### config.mk
export PLATFORM = sky130hd
export DESIGN_NAME = audio_dac_control_regs
export DESIGN_NICKNAME = d
export VERILOG_FILES = /design/src/rtl/dac_ctrl_pkg.sv /design/src/rtl/audio_dac_control_regs.sv
export SDC_FILE = /design/constraint.sdc
export NUM_CORES = 1
export LEC_CHECK = 0
export BUFFER_PORTS_ARGS = -buffer_cell sky130_fd_sc_hd__buf_2
export CAP_MARGIN = 20
export CORE_MARGIN = 2
export CORE_UTILIZATION = 38
export DETAILED_ROUTE_END_ITERATION = 7
export HOLD_SLACK_MARGIN = 0.1
export SLEW_MARGIN = 20
export SYNTH_ARGS = -nofsm -noshare
export SYNTH_HDL_FRONTEND = slang
export SYNTH_SLANG_ARGS = --single-unit
### constraint.sdc
create_clock -name mclk_in -period 3.7 [get_ports mclk_in]
set_input_delay 0.185 -clock mclk_in [delete_from_list [all_inputs] [get_ports mclk_in]]
set_output_delay 0.185 -clock mclk_in [all_outputs]
set_load 0.02 [all_outputs]
### src/rtl/dac_ctrl_pkg.sv
package dac_ctrl_pkg;

    // ------------------------------------------------------------
    // control word layout
    // ------------------------------------------------------------
    localparam int          WORD_W        = 16;
    localparam int          RW_POS        = 15;
    localparam int          IDX_HI        = 14;
    localparam int          IDX_LO        = 8;
    localparam int          IDX_W         = 7;
    localparam int          DATA_W        = 8;
    localparam logic        RW_WRITE      = 1'b0;

    // ------------------------------------------------------------
    // register indices
    // ------------------------------------------------------------
    localparam logic [6:0]  IDX_FIRST     = 7'h01;
    localparam logic [6:0]  IDX_FILTER    = 7'h09;
    localparam logic [6:0]  IDX_FORMAT    = 7'h0a;
    localparam logic [6:0]  IDX_READBACK  = 7'h0b;
    localparam logic [6:0]  IDX_USER      = 7'h0c;

    // ------------------------------------------------------------
    // implemented bits and reset values
    // ------------------------------------------------------------
    localparam logic [7:0]  MASK_FILTER   = 8'h3f;
    localparam logic [7:0]  MASK_FORMAT   = 8'h3f;
    localparam logic [7:0]  MASK_READBACK = 8'hff;
    localparam logic [7:0]  MASK_USER     = 8'hff;
    localparam logic [7:0]  RST_FILTER    = 8'h00;
    localparam logic [7:0]  RST_FORMAT    = 8'h00;
    localparam logic [7:0]  RST_READBACK  = 8'h01;
    localparam logic [7:0]  RST_USER      = 8'h00;

    // ------------------------------------------------------------
    // field positions
    // ------------------------------------------------------------
    localparam int          ROLLOFF_POS   = 5;
    localparam int          CLKDIV_POS    = 4;
    localparam int          CLKDIS_POS    = 3;
    localparam int          FMT_LO        = 0;
    localparam int          INVERT_POS    = 5;
    localparam int          DMF_LO        = 3;
    localparam int          DMEN_LO       = 0;
    localparam int          INC_POS       = 7;
    localparam int          OVER_POS      = 7;
    localparam int          UOE_POS       = 6;
    localparam int          UBIT_LO       = 0;

    // ------------------------------------------------------------
    // ratios and timing
    // ------------------------------------------------------------
    localparam logic [7:0]  OS_64         = 8'h40;
    localparam logic [7:0]  OS_32         = 8'h20;
    localparam logic [7:0]  OS_128        = 8'h80;
    localparam int          ZERO_SAMPLES  = 1024;
    localparam int          ZCNT_W        = 11;
    localparam int          CHANNELS      = 6;

    typedef enum logic [2:0] {
        FMT_RJ24, FMT_RJ20, FMT_RJ18, FMT_RJ16, FMT_I2S, FMT_LJ, FMT_RSV6, FMT_RSV7
    } audio_format_t;

    typedef enum logic [1:0] {
        DEEMPH_44K1, DEEMPH_48K, DEEMPH_32K, DEEMPH_RSV
    } deemph_rate_t;

    typedef struct packed {
        logic          rolloff_select;
        audio_format_t audio_format_select;
        deemph_rate_t  deemph_rate_select;
        logic [2:0]    deemph_active;
        logic          phase_invert;
        logic [7:0]    os_ratio_low;
        logic [7:0]    os_ratio_high;
    } dac_cfg_t;

endpackage

### src/rtl/audio_dac_control_regs.sv
`timescale 1ns/10ps
// Contract
// - b15 read flag, 7-bit index, 8 data
// - rolloff bit: sharp cleared, slow set
// - divide bit: full or half clock
// - disable bit stops clock output
// - three-bit field selects audio format
// - two-bit field selects de-emphasis rate
// - rate applies only to enabled pairs
// - three enables for pairs a, b, c
// - invert bit flips all six channels
// - inversion forces all zero flags low; counters keep running
// - increment bit: single or multi read
// - read index resets 01, names register
// - auto read stops at read index
// - user enable drives pins from bits
// - otherwise pins show zero flags
// - oversampling bit picks ratio pair
// - zero after 1024 all-zero samples
// - per-channel flag, combined flag all six
module audio_dac_control_regs
    import dac_ctrl_pkg::*;
#(
    parameter int ZERO_LEN = ZERO_SAMPLES
) (
    input  wire logic              mclk_in,
    input  wire logic              rst_in,
    input  wire logic              word_valid_in,
    input  wire logic [WORD_W-1:0] word_in,
    input  wire logic              sample_strobe_in,
    input  wire logic [5:0]        sample_zero_in,
    output logic                   busy_out,
    output logic                   rd_valid_out,
    output logic [WORD_W-1:0]      rd_word_out,
    output dac_cfg_t               cfg_out,
    output logic                   sck_tick_out,
    output logic [5:0]             zero_detect_out,
    output logic [5:0]             user_pins_out,
    output logic                   zero_flag_all_out
);

    // ------------------------------------------------------------
    // register storage
    // ------------------------------------------------------------
    logic [7:0]  filter_r;
    logic [7:0]  format_r;
    logic [7:0]  readback_r;
    logic [7:0]  user_r;

    typedef enum logic {
        RD_IDLE,
        RD_BURST
    } rd_state_t;

    rd_state_t   rd_state_r;
    logic [6:0]  burst_idx_r;
    logic [6:0]  burst_idx_nxt;
    logic        wr_req;
    logic        rd_req;
    logic [6:0]  req_idx;
    logic [7:0]  req_data;
    logic [6:0]  burst_last;
    dac_cfg_t    cfg_nxt;

    // unimplemented indices read as zero; attenuators live elsewhere
    function automatic logic [7:0] read_reg(input logic [6:0] idx,
                                            input logic [7:0] f9,
                                            input logic [7:0] f10,
                                            input logic [7:0] f11,
                                            input logic [7:0] f12);
        logic [7:0] v;
        v = 8'h00;
        case (idx)
            IDX_FILTER:   v = f9 & MASK_FILTER;
            IDX_FORMAT:   v = f10 & MASK_FORMAT;
            IDX_READBACK: v = f11 & MASK_READBACK;
            IDX_USER:     v = f12 & MASK_USER;
            default:      v = 8'h00;
        endcase
        return v;
    endfunction

    function automatic logic [WORD_W-1:0] pack_word(input logic [6:0] idx, input logic [7:0] d);
        return {1'b1, idx, d};
    endfunction

    // write strobe for one register; wr_req is already low during a burst,
    // so a write that arrives while busy never lands
    function automatic logic write_hit(input logic       req,
                                       input logic [6:0] req_i,
                                       input logic [6:0] reg_i);
        return req && (req_i == reg_i);
    endfunction

    // ------------------------------------------------------------
    // word decode
    // ------------------------------------------------------------
    assign req_idx  = word_in[IDX_HI:IDX_LO];
    assign req_data = word_in[DATA_W-1:0];
    assign wr_req   = word_valid_in && (rd_state_r == RD_IDLE) && (word_in[RW_POS] == RW_WRITE);
    assign rd_req   = word_valid_in && (rd_state_r == RD_IDLE) && (word_in[RW_POS] != RW_WRITE);

    // ------------------------------------------------------------
    // register writes
    // ------------------------------------------------------------
    // each register keeps only its implemented bits, so reserved bits read 0
    always_ff @(posedge mclk_in) begin
        if (rst_in) begin
            filter_r <= RST_FILTER;
        end else if (write_hit(wr_req, req_idx, IDX_FILTER)) begin
            filter_r <= req_data & MASK_FILTER;
        end
    end

    always_ff @(posedge mclk_in) begin
        if (rst_in) begin
            format_r <= RST_FORMAT;
        end else if (write_hit(wr_req, req_idx, IDX_FORMAT)) begin
            format_r <= req_data & MASK_FORMAT;
        end
    end

    always_ff @(posedge mclk_in) begin
        if (rst_in) begin
            readback_r <= RST_READBACK;
        end else if (write_hit(wr_req, req_idx, IDX_READBACK)) begin
            readback_r <= req_data & MASK_READBACK;
        end
    end

    always_ff @(posedge mclk_in) begin
        if (rst_in) begin
            user_r <= RST_USER;
        end else if (write_hit(wr_req, req_idx, IDX_USER)) begin
            user_r <= req_data & MASK_USER;
        end
    end

    // ------------------------------------------------------------
    // readback sequencer
    // ------------------------------------------------------------
    // the read index doubles as the final index of a burst
    assign burst_last = readback_r[6:0];

    // a burst emits one word per cycle; further words are refused while busy
    always_comb begin
        burst_idx_nxt = burst_idx_r + 7'h01;
    end

    always_ff @(posedge mclk_in) begin
        if (rst_in) begin
            rd_state_r   <= RD_IDLE;
            burst_idx_r  <= IDX_FIRST;
            rd_valid_out <= 1'b0;
            rd_word_out  <= 16'h0000;
            busy_out     <= 1'b0;
        end else begin
            rd_valid_out <= 1'b0;
            case (rd_state_r)
                RD_IDLE: begin
                    if (rd_req) begin
                        rd_valid_out <= 1'b1;
                        if (readback_r[INC_POS]) begin
                            rd_word_out <= pack_word(IDX_FIRST,
                                read_reg(IDX_FIRST, filter_r, format_r, readback_r, user_r));
                            if (burst_last > IDX_FIRST) begin
                                rd_state_r  <= RD_BURST;
                                burst_idx_r <= IDX_FIRST + 7'h01;
                                busy_out    <= 1'b1;
                            end
                        end else begin
                            // a single read ignores the index field of the word itself
                            rd_word_out <= pack_word(readback_r[6:0],
                                read_reg(readback_r[6:0], filter_r, format_r, readback_r, user_r));
                        end
                    end
                end
                RD_BURST: begin
                    rd_valid_out <= 1'b1;
                    rd_word_out  <= pack_word(burst_idx_r,
                        read_reg(burst_idx_r, filter_r, format_r, readback_r, user_r));
                    if (burst_idx_r >= burst_last) begin
                        rd_state_r  <= RD_IDLE;
                        busy_out    <= 1'b0;
                        burst_idx_r <= IDX_FIRST;
                    end else begin
                        burst_idx_r <= burst_idx_nxt;
                    end
                end
                default: begin
                    rd_state_r <= RD_IDLE;
                    busy_out   <= 1'b0;
                end
            endcase
        end
    end

    // ------------------------------------------------------------
    // configuration outputs
    // ------------------------------------------------------------
    // reserved codes pass through unchanged; the host must not write them
    always_comb begin
        cfg_nxt                     = '0;
        cfg_nxt.rolloff_select      = filter_r[ROLLOFF_POS];
        cfg_nxt.audio_format_select = audio_format_t'(filter_r[FMT_LO +: 3]);
        cfg_nxt.deemph_rate_select  = deemph_rate_t'(format_r[DMF_LO +: 2]);
        cfg_nxt.deemph_active       = format_r[DMEN_LO +: 3];
        cfg_nxt.phase_invert        = format_r[INVERT_POS];
        cfg_nxt.os_ratio_low        = user_r[OVER_POS] ? OS_128 : OS_64;
        cfg_nxt.os_ratio_high       = user_r[OVER_POS] ? OS_64 : OS_32;
    end

    always_ff @(posedge mclk_in) begin
        if (rst_in) begin
            cfg_out <= '0;
        end else begin
            cfg_out <= cfg_nxt;
        end
    end

    // ------------------------------------------------------------
    // system clock output enable
    // ------------------------------------------------------------
    // the output is an enable pulse, not a clock: full rate pulses every cycle
    // the divider runs freely, so a divide change settles within two cycles
    logic half_phase_r;

    always_ff @(posedge mclk_in) begin
        if (rst_in) begin
            half_phase_r <= 1'b0;
        end else begin
            half_phase_r <= ~half_phase_r;
        end
    end

    always_ff @(posedge mclk_in) begin
        if (rst_in) begin
            sck_tick_out <= 1'b0;
        end else if (filter_r[CLKDIS_POS]) begin
            sck_tick_out <= 1'b0;
        end else if (filter_r[CLKDIV_POS]) begin
            sck_tick_out <= half_phase_r;
        end else begin
            sck_tick_out <= 1'b1;
        end
    end

    // ------------------------------------------------------------
    // zero detection
    // ------------------------------------------------------------
    localparam logic [ZCNT_W-1:0] ZERO_FULL = ZCNT_W'(ZERO_LEN);

    logic [ZCNT_W-1:0] zero_cnt_r [CHANNELS];
    logic [5:0]        zero_hit;
    logic [5:0]        zero_flags;

    // counters saturate so a long silence keeps the flag without wrapping
    always_ff @(posedge mclk_in) begin
        for (int ch = 0; ch < CHANNELS; ch++) begin
            if (rst_in) begin
                zero_cnt_r[ch] <= '0;
            end else if (sample_strobe_in) begin
                if (!sample_zero_in[ch]) begin
                    zero_cnt_r[ch] <= '0;
                end else if (zero_cnt_r[ch] != ZERO_FULL) begin
                    zero_cnt_r[ch] <= zero_cnt_r[ch] + ZCNT_W'(1);
                end
            end
        end
    end

    always_comb begin
        for (int ch = 0; ch < CHANNELS; ch++) begin
            zero_hit[ch] = (zero_cnt_r[ch] == ZERO_FULL);
        end
        // counters keep running under inversion, so flags return at once when it ends
        zero_flags = format_r[INVERT_POS] ? 6'h00 : zero_hit;
    end

    always_ff @(posedge mclk_in) begin
        if (rst_in) begin
            zero_detect_out   <= 6'h00;
            zero_flag_all_out <= 1'b0;
        end else begin
            zero_detect_out   <= zero_flags;
            zero_flag_all_out <= &zero_flags;
        end
    end

    // the shared pins fall back to the zero flags whenever user output is off
    always_ff @(posedge mclk_in) begin
        if (rst_in) begin
            user_pins_out <= 6'h00;
        end else if (user_r[UOE_POS]) begin
            user_pins_out <= user_r[UBIT_LO +: 6];
        end else begin
            user_pins_out <= zero_flags;
        end
    end

endmodule

Word-level counts from Yosys, hierarchy flattened

Memory sizes are Yosys's and may differ from the RTL's.
Index checks and enable logic that the tools add are counted.

Flip-flop bits (word level): 95
Bits in latches: 0
Word-level logic and storage cells: 180
Bits in read-only memories: 0
Output and inout port bits: 58
Memories kept: 1
RAM bits: 66

Memories:

| memory     | depth | width | read ports | clocked after Yosys merged registers in | write ports | line                          | source |
|---|---|---|---|---|---|---|---|
| zero_cnt_r | 6     | 11    | 6          | 0                                       | 6           | audio_dac_control_regs.sv:253 | `logic [ZCNT_W-1:0] zero_cnt_r [CHANNELS];` |

Divide/modulo/power cells: 0
$add $sub $neg: 7
$mul: 0
$lt $le $gt $ge: 2
Bitwise gates (word level): 15
Mux-type cells: 95
Reduce and logical (&&, ||, !) cells: 11
Eq/ne operators: 28
Shift operators: 0

Operator list:

| cell                    | count |
|---|---|
| $mux W11                | 12 |
| $eq A7 B4 Y1 const B    | 12 |
| $add A11 B1 Y11 const B | 6 |
| $eq A11 B11 Y1 const B  | 6 |
| $mux W1                 | 66 |
| $ne A11 B11 Y1 const B  | 6 |
| $pmux W8 S4             | 2 |
| $mux W7                 | 5 |
| $pmux W16 S2            | 1 |
| $mux W16                | 1 |
| $mux W15                | 1 |
| $pmux W7 S2             | 1 |
| $mux W6                 | 2 |
| $or A1 B1 Y1            | 12 |
| $mux W8                 | 1 |
| $add A7 B1 Y7 const B   | 1 |
| $ge A7 B7 Y1            | 1 |
| $gt A7 B1 Y1 const B    | 1 |
| $logic_and A1 B1 Y1     | 7 |
| $pmux W1 S2             | 3 |
| $reduce_and A6 Y1       | 1 |
| $ne A2 B1 Y1 const B    | 2 |
| $ne A2 B2 Y1 const B    | 2 |
| $reduce_and A4 Y1       | 1 |
| other kinds (3)         | 5 |

Logic depth before layout (Yosys ltp)

An unclocked memory read counts as a cell.

Word-level depth: 8
Gate-level depth with buffers: 7

Least setup slack after synthesis

No wires, ideal clock.

Kind: reg-to-reg
Start point: register readback_r[1]
End point: register burst_idx_r[0]
Slack: 1.547 ns
Clock period less this slack: 2.153 ns
Arrival: 2.039 ns
Cell stages (with the launch flop): 8
Data required time: 3.586 ns
Setup time: 0.114 ns
Path buffers: 1
Path through: dfxtp_1 -> clkbuf_1 -> inv_1 -> ha_1 -> a211o_1 -> a2111oi_4 -> nand2_1 -> a21o_1

Word-level cells in the longest chain between the ends: 3
Elaborated cells on any way between the ends: 6

Ends and longest elaborated chain:

| item                                             | line                                                         | source |
|---|---|---|
| start, declared                                  | audio_dac_control_regs.sv:47                                 | `logic [7:0] readback_r;` |
| start signal, assigned                           | audio_dac_control_regs.sv:127                                | `readback_r <= req_data & MASK_READBACK;` |
| $ge A7 B7 Y1 or $gt A7 B1 Y1 (tied branches)     | audio_dac_control_regs.sv:182, audio_dac_control_regs.sv:166 |  |
| $mux W7 or $ne A2 B1 Y1 (tied branches)          | n/a                                                          |  |
| $pmux W7 S2 or $reduce_and A3 Y1 (tied branches) | n/a                                                          |  |
| end signal, assigned                             | audio_dac_control_regs.sv:168                                | `burst_idx_r <= IDX_FIRST + 7'h01;` |
| end signal, assigned                             | audio_dac_control_regs.sv:187                                | `burst_idx_r <= burst_idx_nxt;` |
| end, declared                                    | audio_dac_control_regs.sv:56                                 | `logic [6:0] burst_idx_r;` |

Several ways; a longest one is shown, not always the timed one.
A chain may end at the register's enable or synchronous reset.

Final worst setup path

Start point: register readback_r[0]
End point: register burst_idx_r[0]

The elaborated chain is that of the path after synthesis.

==> metrics <==
min cycle time layout 2.42 ns; Max Root-Sink Buffers 2; Total Wirelength roughly 17000 um; count of warnings emitted by yosys 0; DRC errors left 0; Post CTS Setup Buffer Count 0; master cell of the clock root buffer sky130_fd_sc_hd__clkbuf_16; x dimension of the die approximately 140 um; P&R area growth vs syn 16.4%; Resize count post-CTS 0; synthesized area per cell ~9.7 sq um; global routing usage on met2 0.265; standard cell core area 18600 sq um; biggest cell delay along the critical path between 0.6 and 0.7 ns; worst clock skew about 0.0075 ns; Critical Path Slowest Stage Cell sky130_fd_sc_hd__a2111oi_4; sequence of cells on the critical path ha_1, nand2b_4, a211o_1, a2111oi_4, nand2_1, a21o_1; synth unique cells roughly 50; effective utilization at floorplan 0.385; crit path capture type flip-flop; RePlAce Congestion between 0.8 and 0.9; Detail Placement HPWL 11500 um; area of the mapped netlist about 7000 sq um; count of pins on the block boundary 84; CTS Sinks between 100 and 150; first-pass GRT wire length around 27000 um; most frequently used cell type in the post-synthesis netlist sky130_fd_sc_hd__nor2_1; highest clock frequency the design can meet just over 0.4 GHz; Die Outline Area ~20000 sq um; met1 capacity usage during global routing 0.227; Max VDD drop around 0.35 mV; Arrival @ worst endpoint about 2.7 ns; met3 Use GR 0.0411; fraction of layout instances using a drive strength above 1 0.132; cell types with the largest area share after synthesis sky130_fd_sc_hd__edfxtp_1, sky130_fd_sc_hd__dfxtp_1, sky130_fd_sc_hd__nor2_1; clock tree from TritonCTS done; worst path required time between 4 and 5 ns; Final Cycle Share 0.653; instance count of the mapped netlist about 730; top cell type by total area after synthesis sky130_fd_sc_hd__edfxtp_1; Detail Route Antenna Nets 0; detailed-route wire length per cell 15.9 um; sequential area share after synthesis 0.504; number of antenna violations at the first check in global routing 0; power density over cell area around 450 nW/um^2; Max Cap Viol 0; leakage approximately 3.3 nW; via count of the first global-routing pass 5149; GRT overflow 0; number of synthesized flops with an enable pin 66; CTS H-tree lvls 4; Max Transition Viols Final 0; post-synth top area share 0.277; Clock Latency Late Sink between 0.4 and 0.5 ns; worst min-delay path class in -> reg; slew of the pin with the lowest slew margin roughly 0.86 ns; Placement Rows 50; via count 5483; hold violation total from the final report 0; die outline height ~140 um; most used routing layer met2; predominant post-synthesis flop cell sky130_fd_sc_hd__dfxtp_1; CTS Buf Count 17; Max FO, Critical Path 15; status complete, no violations; antenna fix cells 0; layout net count between 800 and 900; Critical Path Start Type flip-flop; final setup violating endpoints 0; per-cell via count in the routed design roughly 5.2; startpoint-to-endpoint class of the critical path reg -> reg; placed insts ~1000; combined global-route utilization of all metal layers 0.172; first-pass detailed-route iteration total 5; Synth Register Bits approximately 150; final setup TNS 0 ns; Iteration-0 DRC Markers 440; IO buf count approximately 70; list of most frequent post-synthesis cells sky130_fd_sc_hd__nor2_1, sky130_fd_sc_hd__dfxtp_1, sky130_fd_sc_hd__edfxtp_1; count of placed standard cells in the final layout, fillers left out 1050; Async S/R FF share, synth 0; unrepaired setup endpoints after global routing no; Reg clk slew, reported paths 0.06 ns; hold buffer count at cts 8; largest net degree at the start of global routing 48; worst slew margin relative to its limit 0.423
-- power breakdown --
group          total, mW  internal (mW)  leakage, nW  switching, mW
Clock               1.74           1.06        0.291          0.680
Combinational      0.193         0.0706         1.62          0.123
Sequential          1.80           1.75         1.39         0.0528
Total               3.73           2.88         3.30          0.855
-- layout make-up --
cell class | instances | area (sq um)
Tap cell | 234 | 293
Fill cell | 1796 | 10300
Multi-Input combinational cell | 520 | 3230
Inverter | 36 | 135
Clock inverter | 5 | 35.0
Sequential cell | 147 | 3600
Timing Repair Buffer | 81 | 450
Clock buffer | 27 | 568
-- critical path, delay by kind of cell, from the launching register on --
family / cells / cell delay [ns]
AOI/OAI and AO/OA: 3 / 1.15
DFF: 1 / 0.60
adders and majority gates: 1 / 0.32
and+or+nand+nor: 2 / 0.24
-- through the flow --
stage	setup WS (ns)	power (mW)	cell area (sq um)	util	hold WS, ns
after floorplan	1.55	1.96	7190	-	0.329
after global placement	1.36	2.02	7630	0.411	0.403
after detailed placement	1.32	2.02	7630	0.411	0.404
after CTS	1.30	3.77	8320	0.448	0.123
after global routing	1.09	3.88	8320	0.448	0.173
final	1.28	3.73	8320	0.448	0.133
-- path summary, 6_finish.rpt --
path	startpoint	endpoint	slack (ns)	cells past startpoint
max	readback_r[0]	burst_idx_r[0]	1.28	6
min	word_in[8]	readback_r[0]	0.13	3
max reg2reg	readback_r[0]	burst_idx_r[0]	1.28	6
min reg2reg	half_phase_r	half_phase_r	0.41	1
-- registers in the layout, summed over array words and instances, names as in the netlist, 6 cells and up --
register / cells
zero_cnt_r: 66
rd_word_out: 16
cfg_out: 12
readback_r: 8
user_r: 8
burst_idx_r: 7
filter_r: 6
format_r: 6
user_pins_out: 6
zero_detect_out: 6
-- routing by layer --
layer  wire length, um  part of all wire  up-vias
met3              1050             0.063       41
met2              7580              0.45      162
met5                 0                 0        -
met4               470             0.028        0
met1              7560              0.45     2587
li1                  -                 -     2693
-- layout by cell type, fill, tap and decap left out, types with 3 or more instances in the layout --
cell	netlist	layout
sky130_fd_sc_hd__dlygate4sd3_1	0	8
sky130_fd_sc_hd__xnor2_1	18	18
sky130_fd_sc_hd__o21ai_0	23	23
sky130_fd_sc_hd__nor3_1	18	18
sky130_fd_sc_hd__a22oi_1	6	6
sky130_fd_sc_hd__nor4_1	9	9
sky130_fd_sc_hd__conb_1	1	12
sky130_fd_sc_hd__a222oi_1	12	12
sky130_fd_sc_hd__nand4_1	7	7
sky130_fd_sc_hd__nand2_1	44	44
sky130_fd_sc_hd__nor2_1	134	134
sky130_fd_sc_hd__clkbuf_1	21	4
sky130_fd_sc_hd__o2bb2ai_1	3	3
sky130_fd_sc_hd__inv_1	36	36
sky130_fd_sc_hd__ha_1	23	23
sky130_fd_sc_hd__nor2b_1	19	19
sky130_fd_sc_hd__a221o_1	3	3
sky130_fd_sc_hd__a21oi_1	18	18
sky130_fd_sc_hd__a31oi_1	5	5
sky130_fd_sc_hd__o211a_1	3	3
sky130_fd_sc_hd__mux2i_1	29	29
sky130_fd_sc_hd__clkbuf_16	0	21
sky130_fd_sc_hd__buf_2	2	71
sky130_fd_sc_hd__nand4b_1	4	4
sky130_fd_sc_hd__nand3_1	55	55
sky130_fd_sc_hd__edfxtp_1	66	66
sky130_fd_sc_hd__dfxtp_1	81	81
sky130_fd_sc_hd__xor2_1	37	37
sky130_fd_sc_hd__and3_1	7	7
sky130_fd_sc_hd__nor4b_1	6	6
-- logic make-up (layout without fill, tap and decap cells) --
| group | count (synthesis) | after routing | synth area share |
|---|---|---|---|
| simple gates | 316 | 316 | 0.214 |
| xor+xnor | 55 | 55 | 0.0674 |
| buf+inv | 77 | 149 | 0.0492 |
| compound gates | 85 | 85 | 0.0837 |
| flops | 147 | 147 | 0.504 |
| mux | 29 | 29 | 0.0406 |
| other cells | 1 | 12 | 0.000525 |
| fa+ha+maj | 23 | 23 | 0.0403 |
(Power assumes the default switching activity.)
